### config.mk
export PLATFORM = sky130hd
export DESIGN_NAME = asl_led_driver
export DESIGN_NICKNAME = d
export VERILOG_FILES = /design/src/asl_pkg.sv /design/src/asl_led_driver.sv
export VERILOG_INCLUDE_DIRS = /design/src
export SDC_FILE = /design/constraint.sdc
export NUM_CORES = 1
export LEC_CHECK = 0
export ABC_AREA = 1
export BUFFER_PORTS_ARGS = -buffer_cell sky130_fd_sc_hd__buf_2
export CAP_MARGIN = 10
export CORE_MARGIN = 2
export CORE_UTILIZATION = 45
export DETAILED_ROUTE_END_ITERATION = 7
export GPL_TIMING_DRIVEN = 0
export MAX_ROUTING_LAYER = met4
export PLACE_DENSITY = 0.69
export SLEW_MARGIN = 20
export SYNTH_ARGS = -nofsm -noshare
export SYNTH_HDL_FRONTEND = slang
export SYNTH_SLANG_ARGS = --single-unit
### constraint.sdc
create_clock -name clk -period 2.5 [get_ports clk]
set_clock_uncertainty 0.05 [all_clocks]
set_input_delay 0.125 -clock clk [delete_from_list [all_inputs] [get_ports clk]]
set_output_delay 0.125 -clock clk [all_outputs]
set_load 0.01 [all_outputs]
### src/asl_map.svh
// Purpose: Offsets, field positions, reset values and timing for the
//          adapter status LED driver.
// Assumes: 8-bit register address, 32-bit register data.
// Notes:   Times are kept in their own unit; cycle counts derive in code.
`ifndef ASL_MAP_SVH
`define ASL_MAP_SVH

// ==========================================================
// Register offsets
`define ASL_ADDR_MOD 8'h00
`define ASL_ADDR_NET 8'h04
`define ASL_ADDR_IDENT 8'h08
`define ASL_ADDR_STATUS 8'h0C

// ==========================================================
// Field positions
`define ASL_MOD_DONE 0
`define ASL_MOD_CONFIGURED 1
`define ASL_MOD_RECOV 2
`define ASL_MOD_UNRECOV 3
`define ASL_NET_IP 0
`define ASL_NET_CONN 1
`define ASL_NET_EO_TMO 2
`define ASL_NET_DUP_IP 3
`define ASL_ID_START 0
`define ASL_ID_STOP 1

// ==========================================================
// Reset values
`define ASL_MOD_RST 4'h0
`define ASL_NET_RST 4'h0

// ==========================================================
// Timing
`define ASL_CLK_PS 8000
`define ASL_MS_PS 1000000000
`define ASL_BLINK_HALF_MS 500
`define ASL_POST_STEP_MS 250
`define ASL_ID_STEP_MS 500
`define ASL_ID_REPEATS 6
`define ASL_ACT_HALF_MS 50

`endif

### src/asl_pkg.sv
// Purpose: Types for the adapter status LED driver.
// Assumes: Two Ethernet ports.
// Notes:   Constants live in asl_map.svh.
package asl_pkg;

    // ==========================================================
    // Carriers
    typedef struct packed {
        logic red;
        logic green;
    } asl_duo_t;

    typedef struct packed {
        logic [7:0] addr;
        logic [31:0] wdata;
        logic wr;
        logic rd;
    } asl_bus_req_t;

    typedef struct packed {
        logic link;
        logic frame;
    } asl_port_t;

    // ==========================================================
    // Sequencer states
    typedef enum logic [3:0] {
        ASL_POST_GRN = 4'b0001,
        ASL_POST_RED = 4'b0010,
        ASL_POST_HOLD = 4'b0100,
        ASL_RUN = 4'b1000
    } asl_fsm_t;

    typedef struct packed {
        logic on;
        logic off;
        logic pend;
        logic [5:0] ms;
    } asl_act_t;

    typedef struct packed {
        logic [16:0] tick_cnt;
        logic tick;
        logic [9:0] blink_ms;
        asl_fsm_t fsm;
        logic [7:0] post_ms;
        logic id_run;
        logic [1:0] id_phase;
        logic [8:0] id_ms;
        logic [2:0] id_rep;
        logic [3:0] mod_ctrl;
        logic [3:0] net_ctrl;
        asl_act_t [1:0] act;
        logic [1:0] link_led;
        logic [1:0] traffic_led;
        asl_duo_t ms_led;
        asl_duo_t ns_led;
        logic [31:0] rdata;
    } asl_state_t;

endpackage

### src/asl_led_driver.sv
// Purpose: Health, link and traffic LED patterns for the adapter stack.
// Assumes: Firmware writes status conditions over the register port.
// Notes:   All pattern timing runs from one millisecond tick.
//          Self-test ends only when firmware sets the done bit.
//
// Contract
// [RL1] Operating: module LED steady green
// [RL2] Unconfigured: module LED green 1 Hz
// [RL3] 1 Hz means 500 ms on/off
// [RL4] Self-test module: green, red, hold green
// [RL5] Self-test network: green, red, then off
// [RL6] Identify: red, green, off, six cycles
// [RL7] Identify on request, both LEDs lockstep
// [RL8] Recoverable fault: module LED red 1 Hz
// [RL9] Unrecoverable fault: module LED steady red
// [RL10] IP and connection: network steady green
// [RL11] IP, no connection: network green 1 Hz
// [RL12] Owner timeout: network red 1 Hz
// [RL13] Green again only after all reestablished
// [RL14] Duplicate IP: network steady red
// [RL15] No IP: network LED off
// [RL16] Link LED follows each port's link
// [RL17] Traffic LED flickers on frames only
// [RL18] Heavy traffic 50 ms on/off
// [RL19] Millisecond tick timing, counters reset
`timescale 1ns/1ps
`include "asl_map.svh"

module asl_led_driver #(
    parameter int unsigned TICK_CYCLES = `ASL_MS_PS / `ASL_CLK_PS
) (
    input wire logic clk,                              // System clock
    input wire logic rst_b,                            // Async reset
    input wire asl_pkg::asl_bus_req_t bus_req,         // Register request
    output logic [31:0] bus_rdata,                     // Read data
    input wire asl_pkg::asl_port_t [1:0] port_in,      // Per-port status
    output asl_pkg::asl_duo_t module_health_led,       // Module LED
    output asl_pkg::asl_duo_t network_health_led,      // Network LED
    output logic [1:0] link_led,                       // Green link LEDs
    output logic [1:0] traffic_led                     // Yellow LEDs
);
    import asl_pkg::*;

    // ==========================================================
    // Derived counts
    // Counters stop one short, so a step lasts its full count
    localparam logic [16:0] TICK_LAST = 17'(TICK_CYCLES - 1);
    localparam logic [9:0] BLINK_LAST = 10'(2 * `ASL_BLINK_HALF_MS - 1);
    localparam logic [9:0] BLINK_HALF = 10'(`ASL_BLINK_HALF_MS);
    localparam logic [7:0] POST_LAST = 8'(`ASL_POST_STEP_MS - 1);
    localparam logic [8:0] ID_LAST = 9'(`ASL_ID_STEP_MS - 1);
    localparam logic [2:0] ID_REP_LAST = 3'(`ASL_ID_REPEATS - 1);
    localparam logic [5:0] ACT_LAST = 6'(`ASL_ACT_HALF_MS - 1);

    localparam asl_duo_t LED_OFF = '{red: 1'b0, green: 1'b0};
    localparam asl_duo_t LED_GRN = '{red: 1'b0, green: 1'b1};
    localparam asl_duo_t LED_RED = '{red: 1'b1, green: 1'b0};

    // Power-on restarts self-test with firmware state cleared
    localparam asl_state_t RST_S = '{
        fsm: ASL_POST_GRN,
        mod_ctrl: `ASL_MOD_RST,
        net_ctrl: `ASL_NET_RST,
        default: '0
    };

    asl_state_t s_q;
    asl_state_t s_d;

    logic blink_on;
    asl_duo_t blink_grn;
    asl_duo_t blink_red;
    asl_duo_t id_led;
    logic [31:0] status_word;

    // ==========================================================
    // Pattern helpers
    // One shared phase keeps all 1 Hz LEDs in step
    // [RL3] Half period split
    assign blink_on = (s_q.blink_ms < BLINK_HALF);
    assign blink_grn = blink_on ? LED_GRN : LED_OFF;
    assign blink_red = blink_on ? LED_RED : LED_OFF;

    // Phase 3 never occurs; it would show off
    // [RL6] Identify phase colour
    always_comb begin
        case (s_q.id_phase)
            2'h0: id_led = LED_RED;
            2'h1: id_led = LED_GRN;
            default: id_led = LED_OFF;
        endcase
    end

    // Live display state, for diagnostics
    assign status_word = {
        16'h0,
        s_q.id_rep,
        s_q.id_run,
        s_q.fsm,
        s_q.traffic_led,
        s_q.link_led,
        s_q.ns_led.red,
        s_q.ns_led.green,
        s_q.ms_led.red,
        s_q.ms_led.green
    };

    // ==========================================================
    // Next state
    always_comb begin
        s_d = s_q;
        s_d.tick = 1'b0;
        s_d.rdata = 32'h0;

        // One divider, so every pattern shares a time base
        // [RL19] Millisecond tick
        if (s_q.tick_cnt == TICK_LAST) begin
            s_d.tick_cnt = 17'h0;
            s_d.tick = 1'b1;
        end else begin
            s_d.tick_cnt = s_q.tick_cnt + 17'h1;
        end

        // [RL3] Shared 1 Hz phase
        if (s_q.tick) begin
            if (s_q.blink_ms == BLINK_LAST) begin
                s_d.blink_ms = 10'h0;
            end else begin
                s_d.blink_ms = s_q.blink_ms + 10'h1;
            end
        end

        // [RL4] Self-test sequencing
        case (s_q.fsm)
            ASL_POST_GRN: begin
                if (s_q.tick) begin
                    if (s_q.post_ms == POST_LAST) begin
                        s_d.post_ms = 8'h0;
                        s_d.fsm = ASL_POST_RED;
                    end else begin
                        s_d.post_ms = s_q.post_ms + 8'h1;
                    end
                end
            end

            ASL_POST_RED: begin
                if (s_q.tick) begin
                    if (s_q.post_ms == POST_LAST) begin
                        s_d.post_ms = 8'h0;
                        s_d.fsm = ASL_POST_HOLD;
                    end else begin
                        s_d.post_ms = s_q.post_ms + 8'h1;
                    end
                end
            end

            ASL_POST_HOLD: begin
                // Waits for firmware, however long the test takes
                if (s_q.mod_ctrl[`ASL_MOD_DONE]) begin
                    s_d.fsm = ASL_RUN;
                end
            end

            // Only a reset brings the self-test back
            ASL_RUN: begin
                s_d.fsm = ASL_RUN;
            end

            // Illegal codes recover through the first step
            default: begin
                s_d.fsm = ASL_POST_GRN;
                s_d.post_ms = 8'h0;
            end
        endcase

        // Runs during self-test too; only display waits
        // [RL6] Identify sequencer
        if (s_q.id_run && s_q.tick) begin
            if (s_q.id_ms == ID_LAST) begin
                s_d.id_ms = 9'h0;
                if (s_q.id_phase == 2'h2) begin
                    s_d.id_phase = 2'h0;
                    if (s_q.id_rep == ID_REP_LAST) begin
                        s_d.id_run = 1'b0;
                        s_d.id_rep = 3'h0;
                    end else begin
                        s_d.id_rep = s_q.id_rep + 3'h1;
                    end
                end else begin
                    s_d.id_phase = s_q.id_phase + 2'h1;
                end
            end else begin
                s_d.id_ms = s_q.id_ms + 9'h1;
            end
        end

        // ==========================================================
        // Register writes, after the sequencer so a start wins
        if (bus_req.wr) begin
            case (bus_req.addr)
                `ASL_ADDR_MOD: begin
                    s_d.mod_ctrl = bus_req.wdata[3:0];
                end

                `ASL_ADDR_NET: begin
                    // [RL13] Firmware keeps timeout set until all back
                    s_d.net_ctrl = bus_req.wdata[3:0];
                end

                // A start while running restarts from red
                `ASL_ADDR_IDENT: begin
                    // [RL7] Scanner request starts identify
                    if (bus_req.wdata[`ASL_ID_START]) begin
                        s_d.id_run = 1'b1;
                        s_d.id_phase = 2'h0;
                        s_d.id_ms = 9'h0;
                        s_d.id_rep = 3'h0;
                    end else if (bus_req.wdata[`ASL_ID_STOP]) begin
                        s_d.id_run = 1'b0;
                        s_d.id_phase = 2'h0;
                        s_d.id_ms = 9'h0;
                        s_d.id_rep = 3'h0;
                    end
                end

                // Unmapped offsets are ignored
                default: begin
                    s_d.id_run = s_d.id_run;
                end
            endcase
        end

        // Register reads, data valid only in the next cycle
        // Zero elsewhere, so the bus can be ORed
        if (bus_req.rd) begin
            case (bus_req.addr)
                `ASL_ADDR_MOD: s_d.rdata = {28'h0, s_q.mod_ctrl};
                `ASL_ADDR_NET: s_d.rdata = {28'h0, s_q.net_ctrl};
                `ASL_ADDR_IDENT: s_d.rdata = {31'h0, s_q.id_run};
                `ASL_ADDR_STATUS: s_d.rdata = status_word;
                default: s_d.rdata = 32'h0;
            endcase
        end

        // ==========================================================
        // Ethernet port LEDs
        for (int i = 0; i < 2; i++) begin
            // [RL16] Link follows port
            s_d.link_led[i] = port_in[i].link;

            // Frames while lit only book the next flash;
            // the off half always runs in full
            // [RL17] Frames start a flash
            if (s_q.act[i].on || s_q.act[i].off) begin
                if (port_in[i].frame) begin
                    s_d.act[i].pend = 1'b1;
                end

                // [RL18] Fixed 50 ms halves
                if (s_q.tick) begin
                    if (s_q.act[i].ms == ACT_LAST) begin
                        s_d.act[i].ms = 6'h0;
                        if (s_q.act[i].on) begin
                            s_d.act[i].on = 1'b0;
                            s_d.act[i].off = 1'b1;
                        end else begin
                            // Off half ends: another flash if busy
                            s_d.act[i].off = 1'b0;
                            s_d.act[i].on = s_d.act[i].pend;
                            s_d.act[i].pend = 1'b0;
                        end
                    end else begin
                        s_d.act[i].ms = s_q.act[i].ms + 6'h1;
                    end
                end
            end else if (port_in[i].frame) begin
                // Light traffic: one flash per burst, irregular
                s_d.act[i].on = 1'b1;
                s_d.act[i].ms = 6'h0;
            end
            s_d.traffic_led[i] = s_q.act[i].on;
        end

        // ==========================================================
        // Health LED selection
        case (s_q.fsm)
            ASL_POST_GRN: begin
                // [RL4] First step green
                s_d.ms_led = LED_GRN;
                // [RL5] First step green
                s_d.ns_led = LED_GRN;
            end

            ASL_POST_RED: begin
                // [RL4] Second step red
                s_d.ms_led = LED_RED;
                // [RL5] Second step red
                s_d.ns_led = LED_RED;
            end

            ASL_POST_HOLD: begin
                // [RL4] Hold green
                s_d.ms_led = LED_GRN;
                // [RL5] Hold off
                s_d.ns_led = LED_OFF;
            end

            // Run: identify overrides every condition
            default: begin
                if (s_q.id_run) begin
                    // [RL7] Both LEDs lockstep
                    s_d.ms_led = id_led;
                    s_d.ns_led = id_led;
                end else begin
                    if (s_q.mod_ctrl[`ASL_MOD_UNRECOV]) begin
                        // [RL9] Steady red
                        s_d.ms_led = LED_RED;
                    end else if (s_q.mod_ctrl[`ASL_MOD_RECOV]) begin
                        // [RL8] Red flashing
                        s_d.ms_led = blink_red;
                    end else if (!s_q.mod_ctrl[`ASL_MOD_CONFIGURED]) begin
                        // [RL2] Green flashing
                        s_d.ms_led = blink_grn;
                    end else begin
                        // [RL1] Steady green
                        s_d.ms_led = LED_GRN;
                    end

                    // Duplicate address shows only with an address
                    if (!s_q.net_ctrl[`ASL_NET_IP]) begin
                        // [RL15] Off without address
                        s_d.ns_led = LED_OFF;
                    end else if (s_q.net_ctrl[`ASL_NET_DUP_IP]) begin
                        // [RL14] Steady red
                        s_d.ns_led = LED_RED;
                    end else if (s_q.net_ctrl[`ASL_NET_EO_TMO]) begin
                        // [RL12] Red flashing
                        // [RL13] Timeout outranks connections
                        s_d.ns_led = blink_red;
                    end else if (s_q.net_ctrl[`ASL_NET_CONN]) begin
                        // [RL10] Steady green
                        s_d.ns_led = LED_GRN;
                    end else begin
                        // [RL11] Green flashing
                        s_d.ns_led = blink_grn;
                    end
                end
            end
        endcase
    end

    // ==========================================================
    // State register
    // Async, so LEDs go dark even with no clock
    // [RL19] Counters restart
    always_ff @(posedge clk or negedge rst_b) begin
        if (!rst_b) begin
            s_q <= RST_S;
        end else begin
            s_q <= s_d;
        end
    end

    // ==========================================================
    // Outputs
    // Straight from flip-flops, no glitches on LEDs
    assign bus_rdata = s_q.rdata;
    assign module_health_led = s_q.ms_led;
    assign network_health_led = s_q.ns_led;
    assign link_led = s_q.link_led;
    assign traffic_led = s_q.traffic_led;

endmodule

==> metrics.txt, run 1 <==
cells resized by post-CTS repair 0; Core Rows 40; Distinct cells, synth 37; Hold Crit Class input pin to register; fin crit period about 1.7 ns; initial antenna violation count 0; drt via density around 4.7; Yosys top cell area share 46.06%; mean post-synth cell area a little under 8 um2; Synth area leader dfrtp_1; gr usage total roughly 18%; Tightest Pin Transition 0.5489 ns; Max Fclk approximately 600 MHz; CP max stage delay 0.42 ns; Die Wd around 120 um; Layout Nets approximately 860; multi-input logic area between 0.002 and 0.0025 mm2; Post-synth EDFFs 0; crit share post-route 67.84%; dpl hpwl about 8.0 mm; unrepaired setup endpoints after global routing false; sequential cell area roughly 0.0026 mm2; largest cells by area after synthesis dfrtp_1, nand2_1, inv_1, nor2_1, buf_4; Ant. Diodes 0; outcome complete, no violations; worst-case clock buffer depth 2; pin count of the biggest net entering global routing 54; Max Cap Viol 0; CP dominant cell by count inv_1; TritonCTS clock tree done; Leak 3.425 nW; Root Buffer clkbuf_16; met3 wire length ~420 um; Starting Density a little under half; top sig layer met4; wire length on met2 5.233 mm; max_slew headroom 63.02%; global route overflow 0; Fin. Hold Viols 0; Comb pwr share 5.1%; wire length of the first global-routing pass 19.02 mm; Sequential Power Share between 50 and 60%; sw power between 0.0007 and 0.0008 W; die area around 0.013 mm2; power per cell area 496.0 mW/mm2; most frequent cell after synthesis nand2_1; detailed router's first-iteration violation count around 230; routed via count between 4000 and 5000; top_reg_cell synth dfrtp_1; clock power share 40.7%; Critical Path Source s_q[41]; Tot Pwr around 0.0032 W; YS warnings 0; setup TNS 0 ns; area of the core between 0.01 and 0.015 mm2; Worst EP required between 2 and 3 ns; slowest CP cell dfrtp_1; Critical Path AT around 1.9 ns; setup bufs post-CTS 0; Total Wirelength 10.77 mm; drt drc 0; internal power ~0.0025 W; peak supply drop about 320 uV; CP Launch Type register; clock slew seen by the registers of the worst setup and hold paths about 0.070 ns; Slew Limit Fails 0; share of post-route cells with drive strength above 1 ~16%; synth cell count leaders nand2_1, inv_1, nor2_1; M1 WL about 4.9 mm; Top-Level Pins slightly below 90; Port Buffers between 40 and 50; Num CTS Buffers 9; synth-to-layout area growth 14.90%; Die Ht roughly 120 um; DR WL/cell around 11 um; Final GP Congestion between 0.9 and 1; worst reg2reg path startpoint s_q[41]; CP Capture Type register; hold_buf cts 5; critical path fanouts, max 4; Sw Share 22.62%; DR pass1 iterations 7; fillers approximately 1200; flops & latches, synth ~110; CTS Sinks 105; fraction of registers with async set/reset 100.0%; Final ANT Viol Nets 0; CP Class register to register; worst hold start bus_req[2]; Critical Path, Cell by Cell inv_1, ha_1, nand3_1, nor3_1, nand2_1, or2_2, o21ai_0, inv_1; H-tree lvl count 3; area of the mapped netlist 0.005650 mm2; synthesized instance count approximately 730; clock latency on the worst-skew pair ~0.35 ns; # setup viols final 0; sequential area share after synthesis about 47%; vias in the first global route approximately 4500
==> state kept, by name, summed over array words and instances, names as in the netlist <==
signal              count
bus_rdata              16
link_led                2
module_health_led       2
network_health_led      2
s_d                     2
s_q                    79
traffic_led             2
==> cell families (layout without fill, tap and decap cells) <==
family,count (synthesis),in the layout,share of synthesized area (%)
AND/OR/NAND/NOR,357,357,27.83
buffers and inverters,164,229,13.80
flip-flops,105,105,46.52
AO/OA/AOI/OAI,70,70,6.687
XOR/XNOR,20,20,3.100
adder cells (fa/ha/maj),9,9,1.993
other,1,16,0.06637
==> final timing paths <==
path                                   to  slack [ns]  cells past startpoint
max                               s_q[46]        0.80                      8
min                               s_q[58]        0.02                      3
max reg2reg                       s_q[46]        0.80                      8
min reg2reg                traffic_led[0]        0.39                      0
max in group asynchronous         s_q[89]        1.49                      3
min in group asynchronous     link_led[0]        0.24                      2
==> through the flow <==
step                      instance area, um2  hold slack, ns  worst slack [ns]  std cells  utilization, %
after global placement                  6132          0.1836           0.07272        952           50.63
after detailed placement                6166         0.06817            0.8637        953           50.91
after floorplan                         5707         -0.2206            0.9915        741               -
final                                   6492         0.02110            0.8039        974           53.61
after CTS                               6492        0.004910            0.8353        974           53.61
after global routing                    6492         0.02484            0.6315        974           53.61
==> worst max-delay path: cells and delay by family, from the launching register on <==
| family | cells | cell delay [ns] |
|---|---|---|
| simple gates | 4 | 0.74 |
| flops | 1 | 0.42 |
| fa+ha+maj | 1 | 0.15 |
| buf+inv | 2 | 0.14 |
| compound gates | 1 | 0.08 |
==> area by class of cell <==
type | count | area share [%]
Multi-Input combinational cell | 472 | 35.40
Inverter | 121 | 7.015
Timing Repair Buffer | 49 | 4.606
Buffer | 43 | 4.991
Clock inverter | 4 | 0.4625
Tap cell | 168 | 3.238
Clock buffer | 12 | 3.796
Sequential cell | 105 | 40.49
==> placed cells by master, fill, tap and decap left out, types with 2 or more instances in the layout <==
master	count
nand2_1	143
inv_1	118
nor2_1	107
dfrtp_1	104
nand3_1	45
buf_2	43
buf_4	41
a21oi_1	26
o21ai_0	26
nor3_1	21
xor2_1	20
conb_1	16
nand4_1	14
ha_1	9
clkbuf_16	9
o21ai_1	6
nor2_2	5
nand2_2	5
dlygate4sd3_1	5
nand3_2	4
a31oi_1	3
o22ai_1	3
nor2_4	3
or2_2	3
inv_2	2
a21oi_2	2
nor3b_1	2
buf_6	2
clkinv_2	2
clkinv_4	2
clkbuf_1	2
==> power groups by stage <==
stage / clock, W / combinational, W / sequential (W)
after floorplan: 0 / 0.0000828 / 0.00177
after global placement: 0 / 0.000150 / 0.00178
after detailed placement: 0 / 0.000159 / 0.00178
after CTS: 0.00136 / 0.000166 / 0.00174
after global routing: 0.00143 / 0.000187 / 0.00175
final: 0.00131 / 0.000163 / 0.00175
==> per-layer routing <==
layer | global-route usage, % | up-vias
met5 | - | -
met4 | 6.746 | 0
met3 | 3.609 | 19
met2 | 31.27 | 96
met1 | 20.81 | 2142
li1 | - | 2365
No activity file was read; power rests on OpenSTA's default activity.
==> inputs of run 2 (changes only) <==
--- a/config.mk
+++ b/config.mk
@@ -6,7 +6,7 @@
 export SDC_FILE = /design/constraint.sdc
 export NUM_CORES = 1
 export LEC_CHECK = 0
-export ABC_AREA = 1
+export ABC_AREA = 0
 export BUFFER_PORTS_ARGS = -buffer_cell sky130_fd_sc_hd__buf_2
 export CAP_MARGIN = 10
 export CORE_MARGIN = 2
==> constraint.sdc (replaced) <==
create_clock -name clk -period 1.7 [get_ports clk]
set_clock_uncertainty 0.05 [all_clocks]
set_input_delay 0.085 -clock clk [delete_from_list [all_inputs] [get_ports clk]]
set_output_delay 0.085 -clock clk [all_outputs]
set_load 0.01 [all_outputs]
==> run 2 against run 1 <==
The run now ends with setup timing left; worst setup slack got worse by 0.89 ns; via count decreased by 14%; die area decreased by 5.8%; routed wire length decreased by 6.9%; critical path depth decreased by 2; count of clock-buffer cells in the layout decreased by 2; power increased by 67%; sequential cell count unchanged; maximum frequency decreased by 5.0%; sequential power increased by 49%; area after synthesis decreased by 6.0%; utilization increased by 3.5 points; largest power group unchanged.
==> metrics.txt, run 2 <==
internal power 0.004286 W; sw power between 0.001 and 0.0015 W; number of cells after detailed placement a little over 700; Sw Share about a fifth; dpl hpwl ~6.7 mm; Yosys top cell area share 48.99%; CP Class register to register; drt drc 0; fillers between 900 and 1000; most frequent cells in the layout dfrtp_1, nor2_1, buf_4; Root Buffer clkbuf_16; M1 WL approximately 4.6 mm; Hold Slack roughly 0.043 ns; Critical Path AT 2.02 ns; Final ANT Viol Nets 0; # setup viols final 6; Fin. Hold Viols 0; pin count of the biggest net entering global routing 82; largest register by flop count s_q; worst-case reg-to-reg path depth 6; final setup margin -0.08545 ns; Synth area leader dfrtp_1; TritonCTS clock tree done; fraction of registers with async set/reset 100.0%; Sequential Power Share 48.4%; unrepaired setup endpoints after global routing true; Distinct cells, synth 56; top sig layer met4; global route overflow 0; top_reg_cell synth dfrtp_1; Total Wirelength about 10 mm; adder-cell share of the synthesized area approximately 2.1%; vias in the first global route 3805; Synth Area in Compound Gates between 8 and 9%; max_slew headroom a little over half; share of post-route cells with drive strength above 1 a little under a third; wire length on met2 4.750 mm; CP Launch Type register; Leak slightly above 3 nW; failing checks setup timing; Max Cap Viol 0; mean post-synth cell area 10.14 um2; clock latency on the worst-skew pair ~0.35 ns; DR WL/cell about 13 um; Slew Limit Fails 0; peak supply drop 557.3 uV; critical path fanouts, max 4; detailed router's first-iteration violation count about 190; worst reg2reg path startpoint s_q[89]; Worst EP required about 1.9 ns; Hold Crit Class input pin to register; H-tree lvl count 3; DR pass1 iterations 4; gr usage total between 10% and 20%; Max Fclk around 560 MHz; Core Rows 39; fin crit period roughly 1.8 ns; Die Ht approximately 110 um; drt via density 5.205; most frequent cell after synthesis dfrtp_1; main combinational cell family by area after synthesis simple AND/OR/NAND/NOR gates; non-filler instance count after layout about 760; flops & latches, synth approximately 110; area of the core 0.01147 mm2; routed via count 3966; outcome finished, violations left; Comb pwr share under 10%; XOR/XNOR share of the synthesized area about 6.4%; sequential area share after synthesis about 50%; CTS Sinks ~110; initial antenna violation count 0; synth-to-layout area growth 23.29%; Place WS -0.2977 ns; CP Capture Type register; largest cells by area after synthesis dfrtp_1, buf_4, nor2_1, mux2_2, xnor2_1; Tightest Pin Transition 0.7085 ns; power per cell area between 800 and 900 mW/mm2; Layout Nets around 670; clock slew seen by the registers of the worst setup and hold paths 0.07 ns; commonest non-fill, non-tap cell in the layout dfrtp_1; synthesized instance count around 520; Post-synth EDFFs 0; Critical Path Source s_q[89]; Port Buffers between 40 and 50; Starting Density a little under half; CP Capture Point s_q[88]; register-to-register setup slack -0.09 ns; crit share post-route 105.0%; worst-case clock buffer depth 2; Die Wd between 100 and 150 um; synth cell count leaders dfrtp_1, nor2_1, buf_4; r2r endpoint s_q[88]; Num CTS Buffers 9; Final GP Congestion approximately 0.8; area of the mapped netlist 0.005313 mm2; simple-gate share of the synthesized area a little over a fifth; post-synthesis mux area share about 4.0%; wire length of the first global-routing pass around 17 mm; Top-Level Pins 88; die area 0.01269 mm2; max reg flops around 80; clock power share between 40% and 50%; YS warnings 0; met3 wire length around 370 um; Ant. Diodes 0
[run 2: cell count changes after synthesis, moves of 10 or more]
cell,change
inv_1,-108
mux2_2,+16
nand2_1,-106
and2_1,+14
xnor2_1,+20
nor2_1,-48
and3_1,+10
nand3_1,-23
[run 2: cells by family (layout without fill, tap and decap cells)]
kind of cell / after synthesis / after routing
multiplexers: 18 / 18
buffers and inverters: 64 / 144
other: 1 / 16
AO/OA/AOI/OAI: 75 / 75
adder cells (fa/ha/maj): 9 / 9
AND/OR/NAND/NOR: 213 / 213
XOR/XNOR: 39 / 39
flip-flops: 105 / 105
[run 2: timing repair]
| item | CTS | global route |
|---|---|---|
| gates resized for setup | 32 | 36 |
| cloned | 0 | 0 |
| hold endpoints to repair | 117 | 0 |
| pin swaps | 11 | 7 |
| setup endpoints to repair | 45 | 43 |
| setup buffers | 8 | 6 |
| hold buffers | 9 | 0 |
[run 2: worst max-delay path: stages (launching register included)]
cell	delay (ns)
dfstp_2	0.57
buf_6	0.12
mux2i_1	0.22
o31ai_2	0.10
buf_6	0.13
or4_4	0.42
o21ai_2	0.11
[run 2: worst min-delay path by stage]
stage	from	end	slack, ns	depth (start not counted)
global placement	port_in[3]	link_led[1]	0.14	1
detailed placement	rst_b	s_q[86]	-0.09	1
global route	bus_req[36]	bus_rdata[10]	0.07	3
finish	bus_req[36]	bus_rdata[10]	0.04	3
floorplan	rst_b	bus_rdata[0]	-0.26	0
CTS	bus_req[36]	bus_rdata[10]	0.04	3
[run 2: area by class of cell]
cell class              count  area, um2  share of cell area [%]
flip-flops and latches    105       2635                   40.23
multi-input cells         370       2506                   38.26
repair buffers             65      434.2                   6.628
plain buffers              53      399.1                   6.094
clock buffers              10      229.0                   3.496
well taps                 143      178.9                   2.732
clock inverters             6      130.1                   1.987
inverters                  10      37.54                  0.5731
[run 2: metal layers]
metal / up-vias / track usage [%]
met5: - / -
met4: 0 / 8.618
met3: 22 / 2.916
met2: 69 / 27.03
met1: 1922 / 21.24
li1: 1953 / -
[run 2: power groups by stage]
stage | Sequential, W | Combinational (W) | Clock [W]
finish | 0.00261 | 0.000307 | 0.00247
detailed placement | 0.00265 | 0.000272 | 0
CTS | 0.00261 | 0.000297 | 0.00252
global placement | 0.00265 | 0.000255 | 0
global route | 0.00262 | 0.000348 | 0.00264
floorplan | 0.00264 | 0.000166 | 0
[run 2: stage by stage]
stage	instance area [um2]	TNS, ns	power, W	utilization [%]
floorplan	5369	0	0.002802	-
detailed placement	5787	-5.251	0.002922	50.46
finish	6550	-0.2411	0.005391	57.12
global placement	5753	-69.98	0.002902	50.17
CTS	6407	-0.1016	0.005418	55.88
global route	6550	-1.241	0.005600	57.12
